**config.mk**
```make
export PLATFORM = sky130hd
export DESIGN_NAME = rtc_status_monitor_interrupt
export DESIGN_NICKNAME = d
export VERILOG_FILES = /design/src/verilog/rtc_status_pkg.sv /design/src/verilog/rtc_sync2.sv /design/src/verilog/rtc_supply_sampler.sv /design/src/verilog/rtc_status_monitor_interrupt.sv
export SDC_FILE = /design/constraint.sdc
export NUM_CORES = 1
export LEC_CHECK = 0
export ABC_AREA = 1
export BUFFER_PORTS_ARGS = -buffer_cell sky130_fd_sc_hd__buf_4
export CAP_MARGIN = 20
export CELL_PAD_IN_SITES_DETAIL_PLACEMENT = 1
export CELL_PAD_IN_SITES_GLOBAL_PLACEMENT = 2
export CORE_MARGIN = 3
export CORE_UTILIZATION = 31
export CTS_BUF_LIST = sky130_fd_sc_hd__clkbuf_4
export DETAILED_ROUTE_END_ITERATION = 16
export GPL_TIMING_DRIVEN = 0
export PLACE_DENSITY = 0.76
export SLEW_MARGIN = 0
export SYNTH_ARGS = -nofsm -noshare
export SYNTH_HDL_FRONTEND = slang
export SYNTH_SLANG_ARGS = --single-unit
```
**constraint.sdc**
```tcl
create_clock -name CLK -period 1.5 [get_ports CLK]
set_input_delay 0.225 -clock CLK [delete_from_list [all_inputs] [get_ports CLK]]
set_output_delay 0.225 -clock CLK [all_outputs]
set_load 0.005 [all_outputs]
```
**src/verilog/rtc_status_pkg.sv**
```systemverilog
// Package with register map, field positions, reset values and timing counts.
package rtc_status_pkg;

    // =====================================================================
    // Register offsets
    // =====================================================================
    localparam logic [3:0] INTERRUPT_CONFIG_ADDR = 4'hE;
    localparam logic [3:0] STATUS_FLAGS_ADDR = 4'hF;

    // =====================================================================
    // Field positions of interrupt_config
    // =====================================================================
    localparam int WEEKLY_ALARM_EN_BIT = 7;
    localparam int DAILY_ALARM_EN_BIT = 6;
    localparam int HOUR_FORMAT_BIT = 5;
    localparam int CLKOUT_DISABLE_B_BIT = 4;
    localparam int TEST_BIT = 3;
    localparam int PERIODIC_SELECT_LSB = 0;

    // =====================================================================
    // Field positions of status_flags
    // =====================================================================
    localparam int THRESHOLD_SELECT_BIT = 7;
    localparam int LOW_SUPPLY_FLAG_BIT = 6;
    localparam int OSC_RUNNING_N_FLAG_BIT = 5;
    localparam int POWER_UP_FLAG_BIT = 4;
    localparam int CLKOUT_DISABLE_A_BIT = 3;
    localparam int PERIODIC_FLAG_BIT = 2;
    localparam int WEEKLY_ALARM_FLAG_BIT = 1;
    localparam int DAILY_ALARM_FLAG_BIT = 0;

    // =====================================================================
    // Reset values
    // =====================================================================
    localparam logic [7:0] INTERRUPT_CONFIG_RESET = 8'h00;
    localparam logic [7:0] STATUS_FLAGS_RESET = 8'h10;
    localparam logic [7:0] TRIM_RESET = 8'h00;

    // =====================================================================
    // Timing
    // =====================================================================
    localparam int CLK_HZ = 50_000_000;
    localparam int SAMPLE_WINDOW_US = 7800;
    localparam int SAMPLE_WINDOW_CYCLES = SAMPLE_WINDOW_US * (CLK_HZ / 1_000_000);
    localparam int SECOND_CYCLES = CLK_HZ;
    localparam int HALF_SECOND_CYCLES = CLK_HZ / 2;

    // =====================================================================
    // Types
    // =====================================================================
    typedef enum logic [2:0] {
        PSEL_OFF,
        PSEL_LOW,
        PSEL_2HZ,
        PSEL_1HZ,
        PSEL_SEC,
        PSEL_MIN,
        PSEL_HOUR,
        PSEL_MONTH
    } periodic_select_type;

    typedef struct packed {
        logic second;
        logic minute;
        logic hour;
        logic month;
    } period_tick_type;

    typedef struct packed {
        logic [2:0] day_of_week;
        logic [5:0] hour;
        logic [6:0] minute;
    } alarm_time_type;

endpackage

```
**src/verilog/rtc_sync2.sv**
```systemverilog
// Two flip-flop level synchroniser.
module rtc_sync2 (
    input wire logic clk,
    input wire logic rst_n,
    input wire logic async_in,
    output logic sync_out
);

    logic meta_reg;

    always_ff @(posedge clk or negedge rst_n) begin
        if (!rst_n) begin
            meta_reg <= 1'b0;
            sync_out <= 1'b0;
        end else begin
            meta_reg <= async_in;
            sync_out <= meta_reg;
        end
    end

endmodule

```
**src/verilog/rtc_supply_sampler.sv**
```systemverilog
// Duty-cycled supply sampler: one sampling window per second.
module rtc_supply_sampler #(
    parameter int SECOND_CYCLES = rtc_status_pkg::SECOND_CYCLES,
    parameter int WINDOW_CYCLES = rtc_status_pkg::SAMPLE_WINDOW_CYCLES
) (
    input wire logic clk,
    input wire logic rst_n,
    input wire logic suspend,
    input wire logic below_sync,
    output logic window_active,
    output logic low_detect
);

    logic [31:0] count_reg;

    // =====================================================================
    // Second counter with sampling window at its start.
    // =====================================================================
    always_ff @(posedge clk or negedge rst_n) begin
        if (!rst_n) begin
            count_reg <= 32'h00000000;
        end else if (count_reg >= 32'(SECOND_CYCLES - 1)) begin
            count_reg <= 32'h00000000;
        end else begin
            count_reg <= count_reg + 32'h00000001;
        end
    end

    always_ff @(posedge clk or negedge rst_n) begin
        if (!rst_n) begin
            window_active <= 1'b0;
            low_detect <= 1'b0;
        end else begin
            window_active <= !suspend && (count_reg < 32'(WINDOW_CYCLES));
            low_detect <= !suspend && (count_reg < 32'(WINDOW_CYCLES)) && below_sync;
        end
    end

endmodule

```
**src/verilog/rtc_status_monitor_interrupt.sv**
```systemverilog
// Status flags, supply monitor and interrupt output of the clock.

// How it works
// - Power-on reset clears both control registers, trim.
// - Power-up flag D4 at Fh sets on power-up.
// - Oscillator-running flag D5 is active low.
// - Oscillator halt clears running flag until rewritten.
// - Power-up, low-supply flags accept only written zeros.
// - Power-up flag holds listed fields at zero.
// - Supply sampled 7.8 ms once each second.
// - Threshold select: 0 is 2.1 V, 1 is 1.3 V.
// - Sampling stops while low-supply flag is set.
// - Weekly and daily alarm matches assert interrupt.
// - Periodic source drives pulse or level mode.
// - Flags D0 daily, D1 weekly, D2 periodic.
// - Enables D7 weekly, D6 daily; select zero disables.
// - All enables zero keeps interrupt released.
// - Interrupt low when any source asserts.
// - Writing zero clears alarm flag, keeps enable.
// - Select codes: off, low, 2 Hz, 1 Hz, levels.
// - Level mode stays low until periodic flag cleared.
module rtc_status_monitor_interrupt #(
    parameter int SECOND_CYCLES = rtc_status_pkg::SECOND_CYCLES,
    parameter int HALF_SECOND_CYCLES = rtc_status_pkg::HALF_SECOND_CYCLES,
    parameter int WINDOW_CYCLES = rtc_status_pkg::SAMPLE_WINDOW_CYCLES
) (
    input wire logic CLK,
    input wire logic RST_N,
    input wire logic [3:0] REG_ADDR,
    input wire logic REG_WRITE,
    input wire logic [7:0] REG_WDATA,
    input wire logic TRIM_WRITE,
    output logic [7:0] REG_RDATA,
    output logic [7:0] TRIM_VALUE,
    input wire logic OSC_HALTED,
    input wire logic BELOW_2V1,
    input wire logic BELOW_1V3,
    output logic SAMPLE_ENABLE,
    output logic THRESHOLD_SELECT,
    input wire rtc_status_pkg::period_tick_type PERIOD_TICK,
    input wire logic SECONDS_WRITE,
    input wire rtc_status_pkg::alarm_time_type CURRENT_TIME,
    input wire rtc_status_pkg::alarm_time_type WEEKLY_ALARM_TIME,
    input wire rtc_status_pkg::alarm_time_type DAILY_ALARM_TIME,
    output logic IRQ_N_OE,
    output logic IRQ_N_OUT
);

    logic [7:0] interrupt_config_reg;
    logic power_up_flag_reg;
    logic osc_running_n_flag_reg;
    logic low_supply_flag_reg;
    logic threshold_select_reg;
    logic clkout_disable_a_reg;
    logic periodic_flag_reg;
    logic weekly_alarm_flag_reg;
    logic daily_alarm_flag_reg;
    logic [7:0] trim_reg;
    logic [31:0] pulse_count_reg;
    logic pulse_low_reg;
    logic weekly_match_reg;
    logic daily_match_reg;
    logic halt_sync;
    logic below_2v1_sync;
    logic below_1v3_sync;
    logic window_active;
    logic low_detect;
    logic below_selected;
    logic write_config;
    logic write_status;
    logic weekly_match;
    logic daily_match;
    logic level_event;
    logic periodic_req;
    logic request_n;
    logic [7:0] status_read;
    rtc_status_pkg::periodic_select_type periodic_select;

    // =====================================================================
    // Decode and input conditioning
    // =====================================================================
    assign write_config = REG_WRITE && (REG_ADDR == rtc_status_pkg::INTERRUPT_CONFIG_ADDR);
    assign write_status = REG_WRITE && (REG_ADDR == rtc_status_pkg::STATUS_FLAGS_ADDR);
    assign periodic_select = rtc_status_pkg::periodic_select_type'(
        interrupt_config_reg[rtc_status_pkg::PERIODIC_SELECT_LSB +: 3]);
    assign below_selected = threshold_select_reg ? below_1v3_sync : below_2v1_sync;

    rtc_sync2 halt_sync_inst (
        .clk(CLK),
        .rst_n(RST_N),
        .async_in(OSC_HALTED),
        .sync_out(halt_sync)
    );

    // Both comparators are synchronised before the select, so a threshold change takes effect at once.
    rtc_sync2 below_2v1_sync_inst (
        .clk(CLK),
        .rst_n(RST_N),
        .async_in(BELOW_2V1),
        .sync_out(below_2v1_sync)
    );

    rtc_sync2 below_1v3_sync_inst (
        .clk(CLK),
        .rst_n(RST_N),
        .async_in(BELOW_1V3),
        .sync_out(below_1v3_sync)
    );

    rtc_supply_sampler #(
        .SECOND_CYCLES(SECOND_CYCLES),
        .WINDOW_CYCLES(WINDOW_CYCLES)
    ) sampler_inst (
        .clk(CLK),
        .rst_n(RST_N),
        .suspend(low_supply_flag_reg),
        .below_sync(below_selected),
        .window_active(window_active),
        .low_detect(low_detect)
    );

    // =====================================================================
    // Power-up flag
    // =====================================================================
    always_ff @(posedge CLK or negedge RST_N) begin
        if (!RST_N) begin
            power_up_flag_reg <= 1'b1;
        end else if (write_status && !REG_WDATA[rtc_status_pkg::POWER_UP_FLAG_BIT]) begin
            power_up_flag_reg <= 1'b0;
        end
    end

    // =====================================================================
    // Oscillator-running flag, active low
    // =====================================================================
    always_ff @(posedge CLK or negedge RST_N) begin
        if (!RST_N) begin
            osc_running_n_flag_reg <= 1'b0;
        end else if (halt_sync) begin
            osc_running_n_flag_reg <= 1'b0;
        end else if (write_status) begin
            osc_running_n_flag_reg <= REG_WDATA[rtc_status_pkg::OSC_RUNNING_N_FLAG_BIT];
        end
    end

    // =====================================================================
    // Low-supply flag
    // =====================================================================
    always_ff @(posedge CLK or negedge RST_N) begin
        if (!RST_N) begin
            low_supply_flag_reg <= 1'b0;
        end else if (power_up_flag_reg) begin
            low_supply_flag_reg <= 1'b0;
        end else if (low_detect) begin
            low_supply_flag_reg <= 1'b1;
        end else if (write_status && !REG_WDATA[rtc_status_pkg::LOW_SUPPLY_FLAG_BIT]) begin
            low_supply_flag_reg <= 1'b0;
        end
    end

    // =====================================================================
    // Control fields of both registers and trim
    // =====================================================================
    always_ff @(posedge CLK or negedge RST_N) begin
        if (!RST_N) begin
            interrupt_config_reg <= rtc_status_pkg::INTERRUPT_CONFIG_RESET;
            threshold_select_reg <= 1'b0;
            clkout_disable_a_reg <= 1'b0;
            trim_reg <= rtc_status_pkg::TRIM_RESET;
        end else if (power_up_flag_reg) begin
            interrupt_config_reg <= rtc_status_pkg::INTERRUPT_CONFIG_RESET;
            threshold_select_reg <= 1'b0;
            clkout_disable_a_reg <= 1'b0;
            trim_reg <= rtc_status_pkg::TRIM_RESET;
        end else begin
            if (write_config) begin
                interrupt_config_reg <= REG_WDATA;
            end
            if (write_status) begin
                threshold_select_reg <= REG_WDATA[rtc_status_pkg::THRESHOLD_SELECT_BIT];
                clkout_disable_a_reg <= REG_WDATA[rtc_status_pkg::CLKOUT_DISABLE_A_BIT];
            end
            if (TRIM_WRITE) begin
                trim_reg <= REG_WDATA;
            end
        end
    end

    // =====================================================================
    // Alarm matchers and flags
    // =====================================================================
    assign weekly_match = (CURRENT_TIME == WEEKLY_ALARM_TIME);
    assign daily_match = (CURRENT_TIME.hour == DAILY_ALARM_TIME.hour)
        && (CURRENT_TIME.minute == DAILY_ALARM_TIME.minute);

    always_ff @(posedge CLK or negedge RST_N) begin
        if (!RST_N) begin
            weekly_match_reg <= 1'b0;
            daily_match_reg <= 1'b0;
        end else begin
            weekly_match_reg <= weekly_match;
            daily_match_reg <= daily_match;
        end
    end

    always_ff @(posedge CLK or negedge RST_N) begin
        if (!RST_N) begin
            weekly_alarm_flag_reg <= 1'b0;
            daily_alarm_flag_reg <= 1'b0;
        end else if (power_up_flag_reg) begin
            weekly_alarm_flag_reg <= 1'b0;
            daily_alarm_flag_reg <= 1'b0;
        end else begin
            if (interrupt_config_reg[rtc_status_pkg::WEEKLY_ALARM_EN_BIT]
                && weekly_match && !weekly_match_reg) begin
                weekly_alarm_flag_reg <= 1'b1;
            end else if (write_status
                && !REG_WDATA[rtc_status_pkg::WEEKLY_ALARM_FLAG_BIT]) begin
                weekly_alarm_flag_reg <= 1'b0;
            end
            if (interrupt_config_reg[rtc_status_pkg::DAILY_ALARM_EN_BIT]
                && daily_match && !daily_match_reg) begin
                daily_alarm_flag_reg <= 1'b1;
            end else if (write_status
                && !REG_WDATA[rtc_status_pkg::DAILY_ALARM_FLAG_BIT]) begin
                daily_alarm_flag_reg <= 1'b0;
            end
        end
    end

    // =====================================================================
    // Periodic source: pulse-mode square waves and level-mode flag
    // =====================================================================
    always_ff @(posedge CLK or negedge RST_N) begin
        if (!RST_N) begin
            pulse_count_reg <= 32'h00000000;
            pulse_low_reg <= 1'b0;
        end else if (PERIOD_TICK.second || SECONDS_WRITE) begin
            pulse_count_reg <= 32'h00000000;
            pulse_low_reg <= 1'b1;
        end else begin
            pulse_count_reg <= pulse_count_reg + 32'h00000001;
            case (periodic_select)
                rtc_status_pkg::PSEL_2HZ: begin
                    if (pulse_count_reg == 32'(HALF_SECOND_CYCLES / 2 - 1)) begin
                        pulse_low_reg <= 1'b0;
                    end else if (pulse_count_reg == 32'(HALF_SECOND_CYCLES - 1)) begin
                        pulse_low_reg <= 1'b1;
                    end else if (pulse_count_reg == 32'(HALF_SECOND_CYCLES * 3 / 2 - 1)) begin
                        pulse_low_reg <= 1'b0;
                    end
                end
                rtc_status_pkg::PSEL_1HZ: begin
                    if (pulse_count_reg == 32'(HALF_SECOND_CYCLES - 1)) begin
                        pulse_low_reg <= 1'b0;
                    end
                end
                default: begin
                    pulse_low_reg <= pulse_low_reg;
                end
            endcase
        end
    end

    always_comb begin
        case (periodic_select)
            rtc_status_pkg::PSEL_SEC: level_event = PERIOD_TICK.second;
            rtc_status_pkg::PSEL_MIN: level_event = PERIOD_TICK.minute;
            rtc_status_pkg::PSEL_HOUR: level_event = PERIOD_TICK.hour;
            rtc_status_pkg::PSEL_MONTH: level_event = PERIOD_TICK.month;
            default: level_event = 1'b0;
        endcase
    end

    always_ff @(posedge CLK or negedge RST_N) begin
        if (!RST_N) begin
            periodic_flag_reg <= 1'b0;
        end else if (power_up_flag_reg) begin
            periodic_flag_reg <= 1'b0;
        end else if (level_event) begin
            periodic_flag_reg <= 1'b1;
        end else if (periodic_select == rtc_status_pkg::PSEL_2HZ
            || periodic_select == rtc_status_pkg::PSEL_1HZ) begin
            periodic_flag_reg <= pulse_low_reg;
        end else if (write_status && !REG_WDATA[rtc_status_pkg::PERIODIC_FLAG_BIT]) begin
            periodic_flag_reg <= 1'b0;
        end
    end

    always_comb begin
        case (periodic_select)
            rtc_status_pkg::PSEL_OFF: periodic_req = 1'b0;
            rtc_status_pkg::PSEL_LOW: periodic_req = 1'b1;
            rtc_status_pkg::PSEL_2HZ: periodic_req = pulse_low_reg;
            rtc_status_pkg::PSEL_1HZ: periodic_req = pulse_low_reg;
            default: periodic_req = periodic_flag_reg;
        endcase
    end

    // =====================================================================
    // Combined interrupt and open-drain output
    // =====================================================================
    assign request_n = !((weekly_alarm_flag_reg
        && interrupt_config_reg[rtc_status_pkg::WEEKLY_ALARM_EN_BIT])
        || (daily_alarm_flag_reg && interrupt_config_reg[rtc_status_pkg::DAILY_ALARM_EN_BIT])
        || periodic_req);

    always_ff @(posedge CLK or negedge RST_N) begin
        if (!RST_N) begin
            IRQ_N_OE <= 1'b0;
            IRQ_N_OUT <= 1'b0;
        end else begin
            IRQ_N_OE <= !request_n;
            IRQ_N_OUT <= 1'b0;
        end
    end

    // =====================================================================
    // Read data and monitor outputs
    // =====================================================================
    assign status_read = {threshold_select_reg, low_supply_flag_reg, osc_running_n_flag_reg,
        power_up_flag_reg, clkout_disable_a_reg, periodic_flag_reg, weekly_alarm_flag_reg,
        daily_alarm_flag_reg};

    always_ff @(posedge CLK or negedge RST_N) begin
        if (!RST_N) begin
            REG_RDATA <= 8'h00;
            TRIM_VALUE <= 8'h00;
            SAMPLE_ENABLE <= 1'b0;
            THRESHOLD_SELECT <= 1'b0;
        end else begin
            if (REG_ADDR == rtc_status_pkg::INTERRUPT_CONFIG_ADDR) begin
                REG_RDATA <= interrupt_config_reg;
            end else if (REG_ADDR == rtc_status_pkg::STATUS_FLAGS_ADDR) begin
                REG_RDATA <= status_read;
            end else begin
                REG_RDATA <= 8'h00;
            end
            TRIM_VALUE <= trim_reg;
            SAMPLE_ENABLE <= window_active;
            THRESHOLD_SELECT <= threshold_select_reg;
        end
    end

endmodule

```
==> metrics, run 1 <==
Worst path max stage delay 0.39 ns; GRT Total Usage 17.6%; FF-to-FF setup slack -0.08 ns; flops & latches, synth 118; Die ar. 21900 um^2; synthesized area per cell 7.63 um^2; CTS H-tree depth 4; Highest Clock Rate 632 MHz; top-count cell post-synth nand2_1; fin crit share 105%; Die Width 148 um; vias 5742; Root Buffer clkbuf_4; Post-Syn Area 6250 um^2; CTS tree built; Port Buffers 87; Final min period 1.58 ns; NumNets Final 1051; DRT Pass-1 Iters 4; placed inst area 7290 um^2; detailed placement HPWL 14000 um; fin util 43.2%; Tot Pwr 7.02 mW; CP required 1.96 ns; Initial Utilization 31.8%; CP max-delay cell dfrtp_1; Synth area leaders dfrtp_1 (47%), nand2_1 (13%), nor2_1 (9.9%); post-synthesis sequential area ratio 47.2%; Place WS -0.460 ns; Max transition margin 60.8%; Worst Path Arrival 2.04 ns; Synth-to-Final Area Change 35.8%; Max clock buf depth 2; Final setup viols 32; failing checks negative setup slack; antenna violations before repair 1; Num CTS Buffers 17; Min-Delay Path Class in -> reg; first-pass GRT wire length 30700 um; RSZ-0062 raised after global routing true; Site Rows 51; CP startpoint kind register; unique cell type count in the Yosys netlist 42; Iteration-0 DRC Markers 148; Layout Skew 0.0173 ns; post-synthesis async set-or-reset flop share 100%; CORE AREA 19700 um^2; maxcap violations 0; Post-route DRC 0; worst skew pair latency 0.55 ns; vias in the first global route 6070; clock slew at reported path FFs 0.13 ns; Worst Tran Pin Value 0.589 ns; wire per inst 14.8 um; peak supply drop 0.381 mV; proportion of layout cells with a drive suffix above 1 27.9%; Detailed Route WL 18500 um; post-synthesis cell count 819; final hold vios 0; worst-path fanout max 3; commonest cells in the netlist nand2_1 (211), nor2_1 (165), dfrtp_1 (117); worst path cell trace ha_2 > nand2_4 > nor2_4 > buf_6 > nand4_1 > nor2_2 > nand2_1 > nor2_1 > nor2_1; worst setup margin -0.0819 ns; Leak 3.76 nW; ys flop type dfrtp_1; status finished with violations; chip height 148 um; Cell Pwr Density 827 nW/um^2; CP Capture Type register; Pins Over Slew Limit 0; top cell type's share of synthesized area 46.8%; largest net degree at the start of global routing 62; GRT overflow 0; Final Cell Area 8490 um^2; Via density 4.57; Routability Congestion 0.802; number of synthesized flops with an enable pin 0; Top-Level Pins 92; Synth Warn # 0; critical path class reg -> reg; post-synth top area cell dfrtp_1; FILL cells 2485; Final ANT Viol Nets 0; TritonCTS Sinks 118; most used cell, CP nor2_1
per-stage QoR:
step                      hold slack [ns]  cells  setup TNS, ns
after floorplan                   -0.0706    825              0
after global placement              0.333   1177         -39.00
after detailed placement            0.246   1178         -15.39
after CTS                         0.00310   1248          -2.12
after global routing               0.0136   1256          -5.25
final                              0.0377   1256         -0.768
placed cells by master (no fill, tap or decap), types with 3 or more instances in the layout:
cell type      count
nand2_2           12
buf_4            114
buf_6              6
nor3_1             9
nor2_1           128
dlygate4sd3_1     12
bufinv_16          5
buf_12             3
conb_1             7
inv_6              4
o22ai_1            5
xor2_2             3
inv_2             12
nor3_2             7
o21ai_0           26
inv_1             82
clkbuf_4          17
dfrtp_1          107
nand4_1           20
a21oi_1           16
clkinv_4           3
nand3_1           37
nand2_1          203
o21ai_1            3
nand3_4            3
nor2_2            25
nor2_4            23
clkinv_2           3
nor3_4             8
xnor2_1            9
xor2_1            33
dfrtp_2           10
worst max-delay path, delay by kind of cell (launching register included):
| kind | cells | cell delay [ns] |
|---|---|---|
| buffers and inverters | 1 | 0.12 |
| flip-flops | 1 | 0.39 |
| adder cells (fa/ha/maj) | 1 | 0.21 |
| AND/OR/NAND/NOR | 7 | 0.78 |
where the power goes:
group	switching, mW	internal [mW]
logic	0.381	0.345
clock network	1.36	1.51
registers	0.0952	3.34
total	1.83	5.19
layout make-up:
class / instances / area [um^2] / share of cell area [%]
Antenna cell: 1 / 2.50 / 0.0295
Buffer: 7 / 57.6 / 0.678
Clock buffer: 17 / 128 / 1.50
Clock inverter: 15 / 225 / 2.65
Inverter: 96 / 365 / 4.30
Multi-Input combinational cell: 603 / 3300 / 38.8
Sequential cell: 118 / 2970 / 34.9
Tap cell: 265 / 332 / 3.91
Timing Repair Buffer: 134 / 1120 / 13.1
routing by layer:
metal  up-vias  global-route usage (%)  share of wire, %
met4         0                    4.85               1.4
li1       2886                       -                 -
met3        15                    4.02               3.3
met2        80                    29.2                50
met5         -                       0                 0
met1      2761                    23.3                45
final timing paths:
path,startpoint,end,cells after the start
worst max-delay path,pulse_count_reg[0],pulse_count_reg[22],9
worst min-delay path,DAILY_ALARM_TIME[5],daily_match_reg,4
worst max register to register,pulse_count_reg[0],pulse_count_reg[22],9
worst min register to register,below_1v3_sync_inst.meta_reg,below_1v3_sync_inst.sync_out,0
max in group asynchronous,RST_N,sampler_inst.count_reg[4],3
min in group asynchronous,RST_N,pulse_count_reg[23],2
kinds of logic (layout without fill, tap and decap cells):
family                     Yosys count  after routing  synth area share (%)
xor gates and xnor gates            45             45                  6.30
DFF                                118            118                  47.2
muxes                                1              1                 0.160
adders and majority gates            2              2                 0.400
and+or+nand+nor                    486            486                  33.7
buffers and inverters              104            269                  6.58
other                                1              8                0.0600
AOI/OAI and AO/OA                   62             62                  5.52
timing repair:
item | in CTS | in global routing
pin swaps | 9 | 24
hold buffers | 12 | 0
endpoints found under the hold margin | 76 | 0
resized for setup | 62 | 62
setup buffers | 25 | 10
cloned | 2 | 0
setup endpoints to repair | 64 | 57
(Power assumes the default switching activity.)
==> run 2: changes to the inputs <==
--- a/config.mk
+++ b/config.mk
@@ -10,12 +10,13 @@
 export CAP_MARGIN = 20
 export CELL_PAD_IN_SITES_DETAIL_PLACEMENT = 1
 export CELL_PAD_IN_SITES_GLOBAL_PLACEMENT = 2
-export CORE_MARGIN = 3
+export CORE_MARGIN = 4
 export CORE_UTILIZATION = 31
 export CTS_BUF_LIST = sky130_fd_sc_hd__clkbuf_4
 export DETAILED_ROUTE_END_ITERATION = 16
 export GPL_TIMING_DRIVEN = 0
 export PLACE_DENSITY = 0.76
+export SKIP_CTS_REPAIR_TIMING = 1
 export SLEW_MARGIN = 0
 export SYNTH_ARGS = -nofsm -noshare
 export SYNTH_HDL_FRONTEND = slang
==> metrics, run 2 (synthesis results as in run 1) <==
worst setup margin -0.148 ns (-0.0659 ns); R2R depth 10 (+1); final hold vios 0 (unchanged); largest net degree at the start of global routing 76 (+23%); Final setup viols 40 (+25%); Leak 3.81 nW (+1.4%); failing checks negative setup slack; Die Width 150 um (+1.4%); Via density 4.56 (-0.32%); Hold Path Origin SECONDS_WRITE; first-pass GRT wire length 30100 um (-1.9%); CP required 1.95 ns (about the same); clock slew at reported path FFs 0.13 ns (about the same); antenna violations before repair 1 (unchanged); Synth-to-Final Area Change 35.8% (about the same); CTS H-tree depth 4 (unchanged); Highest Clock Rate 607 MHz (-4.0%); Cell Pwr Density 764 nW/um^2 (-7.6%); commonest non-fill, non-tap cells in the layout nand2_1 (196), buf_4 (130), nor2_1 (122); worst skew pair latency 0.54 ns (about the same); Worst path max stage delay 0.41 ns (+0.02 ns); worst-path fanout max 5 (+2); non-filler cells, final 1266 (+0.80%); Max transition margin 60.9% (+0.12 points); FF-to-FF setup slack -0.15 ns (-0.07 ns); TritonCTS Sinks 118 (unchanged); Place WS -0.511 ns (-0.0514 ns); wire per inst 15.1 um (+2.6%); vias in the first global route 5907 (-2.7%); worst path cell trace ha_2 > nand2_2 > nor2_4 > inv_2 > nor2_4 > nand2_4 > nor2_2 > nand2_1 > o21ai_1 > nor2_1; placed inst area 7290 um^2 (unchanged); CP Capture Type register; Top-Level Pins 92 (unchanged); TNS Setup -2.09 ns (-1.32 ns); CTS tree built; critical path buffer and inverter count 1 (unchanged); Die ar. 22500 um^2 (+2.7%); Port Buffers 87 (unchanged); Detailed Route WL 19200 um (+3.4%); Final min period 1.65 ns (+0.0659 ns); peak supply drop 0.402 mV (+5.5%); Site Rows 51 (unchanged); Final ANT Viol Nets 0 (unchanged); Layout Skew 0.0247 ns (+0.00738 ns); Cells on Worst Hold Path 4 (unchanged); Root Buffer clkbuf_4; most used cell, CP nor2_4; GRT overflow 0 (unchanged); Tot Pwr 6.48 mW (-7.6%); placed instance count 1178 (unchanged); Critical R2R Launch pulse_count_reg[0]; Routability Congestion 0.790 (-1.6%); Final Cell Area 8490 um^2 (about the same); Iteration-0 DRC Markers 165 (+11%); chip height 150 um (+1.4%); critical path class reg -> reg; detailed placement HPWL 14200 um (+1.7%); CP startpoint kind register; Post-route DRC 0 (unchanged); status finished with violations; DRT Pass-1 Iters 4 (unchanged); proportion of layout cells with a drive suffix above 1 30.9% (+3.0 points); Top delay family on crit path simple AND/OR/NAND/NOR gates; Worst Tran Pin Value 0.587 ns (-0.00180 ns); Min Hold Slack 0.0150 ns (-0.0227 ns); CP max-delay cell dfrtp_1; Max clock buf depth 2 (unchanged); Min-Delay Path Class in -> reg; commonest non-fill, non-tap cell in the layout nand2_1; FF-to-FF End pulse_count_reg[18]; fin util 43.2% (about the same); maxcap violations 0 (unchanged); FILL cells 2440 (-1.8%); CORE AREA 19700 um^2 (unchanged); NumNets Final 1061 (+0.95%); Initial Utilization 31.8% (unchanged); vias 5769 (+0.47%); Num CTS Buffers 17 (unchanged); hold path endpoint pulse_count_reg[7]; Worst Path Arrival 2.10 ns (+0.06 ns); GRT Total Usage 17.0% (-0.64 points); fin crit share 110% (+4.4 points); RSZ-0062 raised after global routing true; Pins Over Slew Limit 0 (unchanged)
==> run 2: cell count changes in the layout (fill, tap and decap cells not counted), moves of 6 or more <==
cell | before | now
nor2_1 | 128 | 122
nand2_2 | 12 | 18
buf_4 | 114 | 130
dfrtp_2 | 10 | 19
nor2_2 | 25 | 34
dfrtp_1 | 107 | 98
nand2_1 | 203 | 196
==> run 2: layout make-up <==
type | instances | area (um^2) | share of cell area (%)
diodes | 1 | 2.50 | 0.0295
plain buffers | 7 | 57.6 | 0.678
clock buffers | 18 | 135 | 1.59
clock inverters | 14 | 135 | 1.59
inverters | 96 | 364 | 4.29
multi-input cells | 603 | 3310 | 39.0
flip-flops and latches | 118 | 2980 | 35.1
well taps | 265 | 332 | 3.91
repair buffers | 144 | 1170 | 13.8
==> run 2: per-layer routing <==
metal	wire (um)	global-route usage (%)	up-vias
met1	8770	22.6	2777
met5	0	0	-
met3	514	3.36	13
met4	172	3.98	0
li1	-	-	2907
met2	9700	28.5	72
==> run 2: how the worst max path moves through the flow <==
stage	startpoint	endpoint	depth (start not counted)
after global placement	SECONDS_WRITE	pulse_count_reg[13]	5
after CTS	pulse_count_reg[0]	pulse_count_reg[18]	10
after floorplan	sampler_inst.count_reg[0]	sampler_inst.count_reg[7]	8
after global routing	pulse_count_reg[0]	pulse_low_reg	11
final	pulse_count_reg[0]	pulse_count_reg[18]	10
after detailed placement	SECONDS_WRITE	pulse_count_reg[1]	5
==> run 2: where the power goes <==
part | internal [mW] | switching (mW) | total, mW
clock network | 0.988 | 1.33 | 2.31
registers | 3.34 | 0.0992 | 3.43
logic | 0.343 | 0.392 | 0.735
==> run 2: tightest hold or removal path, cell delays in order <==
cell and delay, ns:
buf_4 0.08, nor2_2 0.08, o21ai_0 0.09, a21oi_1 0.04
==> run 3: changes to the inputs <==
--- a/config.mk
+++ b/config.mk
@@ -10,6 +10,7 @@
 export CAP_MARGIN = 20
 export CELL_PAD_IN_SITES_DETAIL_PLACEMENT = 1
 export CELL_PAD_IN_SITES_GLOBAL_PLACEMENT = 2
+export CORE_ASPECT_RATIO = 0.5
 export CORE_MARGIN = 4
 export CORE_UTILIZATION = 31
 export CTS_BUF_LIST = sky130_fd_sc_hd__clkbuf_4
==> metrics, run 3 (synthesis results as in run 1) <==
Post-route DRC 0 (unchanged); proportion of layout cells with a drive suffix above 1 28.3% (-2.6 points); Site Rows 36 (-29%); Detailed Route WL 19500 um (+1.7%); antenna violations before repair 0 (-1); Root Buffer clkbuf_4; first-pass GRT wire length 30200 um (+0.37%); R2R depth 11 (+1); Iteration-0 DRC Markers 251 (+52%); Cell Pwr Density 738 nW/um^2 (-3.4%); final hold vios 0 (unchanged); TNS Setup -2.74 ns (-0.646 ns); Layout Skew 0.0157 ns (-0.00904 ns); peak supply drop 0.344 mV (-14%); Final ANT Viol Nets 0 (unchanged); placed instance count 1179 (+0.085%); ant diodes 0 (-1); non-filler cells, final 1256 (-0.79%); detailed placement HPWL 14400 um (+1.3%); Final setup viols 42 (+5.0%); Max clock buf depth 2 (unchanged); Via density 4.63 (+1.6%); Routability Congestion 0.807 (+2.3%); CP startpoint kind register; Num CTS Buffers 17 (unchanged); Final min period 1.65 ns (+0.000930 ns); RSZ-0062 raised after global routing true; Worst Path Arrival 2.11 ns (about the same); CTS tree built; CORE AREA 19600 um^2 (about the same); largest net degree at the start of global routing 76 (unchanged); fin util 42.7% (-0.50 points); commonest non-fill, non-tap cells in the layout nand2_1 (201), nor2_1 (125), buf_4 (109); vias 5814 (+0.78%); Initial Utilization 31.8% (about the same); status finished with violations; Place WS -0.654 ns (-0.143 ns); DRT Pass-1 Iters 4 (unchanged); GRT overflow 0 (unchanged); Die Width 209 um (+39%); vias in the first global route 6003 (+1.6%); wire per inst 15.5 um (+2.5%); Highest Clock Rate 607 MHz (about the same); GRT Total Usage 17.0% (+0.074 points); worst-path fanout max 8 (+3); CP required 1.96 ns (about the same); chip height 108 um (-28%); Pins Over Slew Limit 0 (unchanged); Synth-to-Final Area Change 34.1%; Tot Pwr 6.19 mW (-4.6%); Top-Level Pins 92 (unchanged); fin crit share 110% (about the same); Port Buffers 87 (unchanged); Worst Tran Pin Value 0.617 ns (+0.0296 ns); critical path class reg -> reg; worst skew pair latency 0.56 ns (+0.02 ns); commonest non-fill, non-tap cell in the layout nand2_1; Cells on Worst Hold Path 4 (unchanged); CP Capture Type register; worst setup margin -0.149 ns (-0.000930 ns); Leak 3.72 nW (-2.4%); maxcap violations 0 (unchanged); TritonCTS Sinks 118 (unchanged); CTS H-tree depth 4 (unchanged); Min-Delay Path Class in -> reg; Die ar. 22600 um^2 (+0.61%); failing checks negative setup slack; clock slew at reported path FFs 0.12 ns (about the same); Max transition margin 58.9% (-2.0 points); NumNets Final 1052 (-0.85%)
==> run 3: metal layers <==
metal	track usage, %	vias up	wire length (um)
met4	5.03	0	274
met3	4.00	26	500
met2	29.2	76	9820
met1	21.7	2818	8890
li1	-	2894	-
met5	0	-	0
==> run 3: critical path, stage by stage (launching register included) <==
cell and delay, ns:
dfrtp_1 0.44, ha_4 0.18, nand2_4 0.05, nor2_4 0.22, inv_2 0.08, nor2_4 0.14
buf_4 0.14, inv_1 0.04, nor2_2 0.09, nand2_1 0.06, nand2_1 0.06, a21oi_1 0.06
==> run 3: final timing paths <==
path,start,to,slack [ns]
min in group asynchronous,RST_N,sampler_inst.count_reg[6],0.15
worst max-delay path,pulse_count_reg[0],pulse_count_reg[30],-0.15
max in group asynchronous,RST_N,power_up_flag_reg,0.59
worst min-delay path,DAILY_ALARM_TIME[1],daily_match_reg,0.02
worst min register to register,halt_sync_inst.meta_reg,halt_sync_inst.sync_out,0.36
worst max register to register,pulse_count_reg[0],pulse_count_reg[30],-0.15
==> run 3: stage by stage <==
step	area, um^2	hold slack, ns
after CTS	7520	-0.463
after floorplan	6270	-0.0706
final	8380	0.0247
after global routing	8380	-0.00429
after detailed placement	7290	0.187
after global placement	7260	0.333
==> run 3: cell type report <==
class	count	area, um^2
buffer	7	55.1
clock buffer	19	143
clock inverter	12	82.6
fill	2435	11300
inverter	96	364
multi-input combinational	603	3300
sequential	118	2970
tap	266	333
timing repair buffer	135	1130
==> run 3: power breakdown <==
part / leakage (nW) / total (mW) / internal (mW) / switching [mW]
clock: 0.113 / 2.00 / 0.673 / 1.33
combinational: 2.08 / 0.754 / 0.359 / 0.396
sequential: 1.53 / 3.43 / 3.34 / 0.0963
total: 3.72 / 6.19 / 4.37 / 1.82
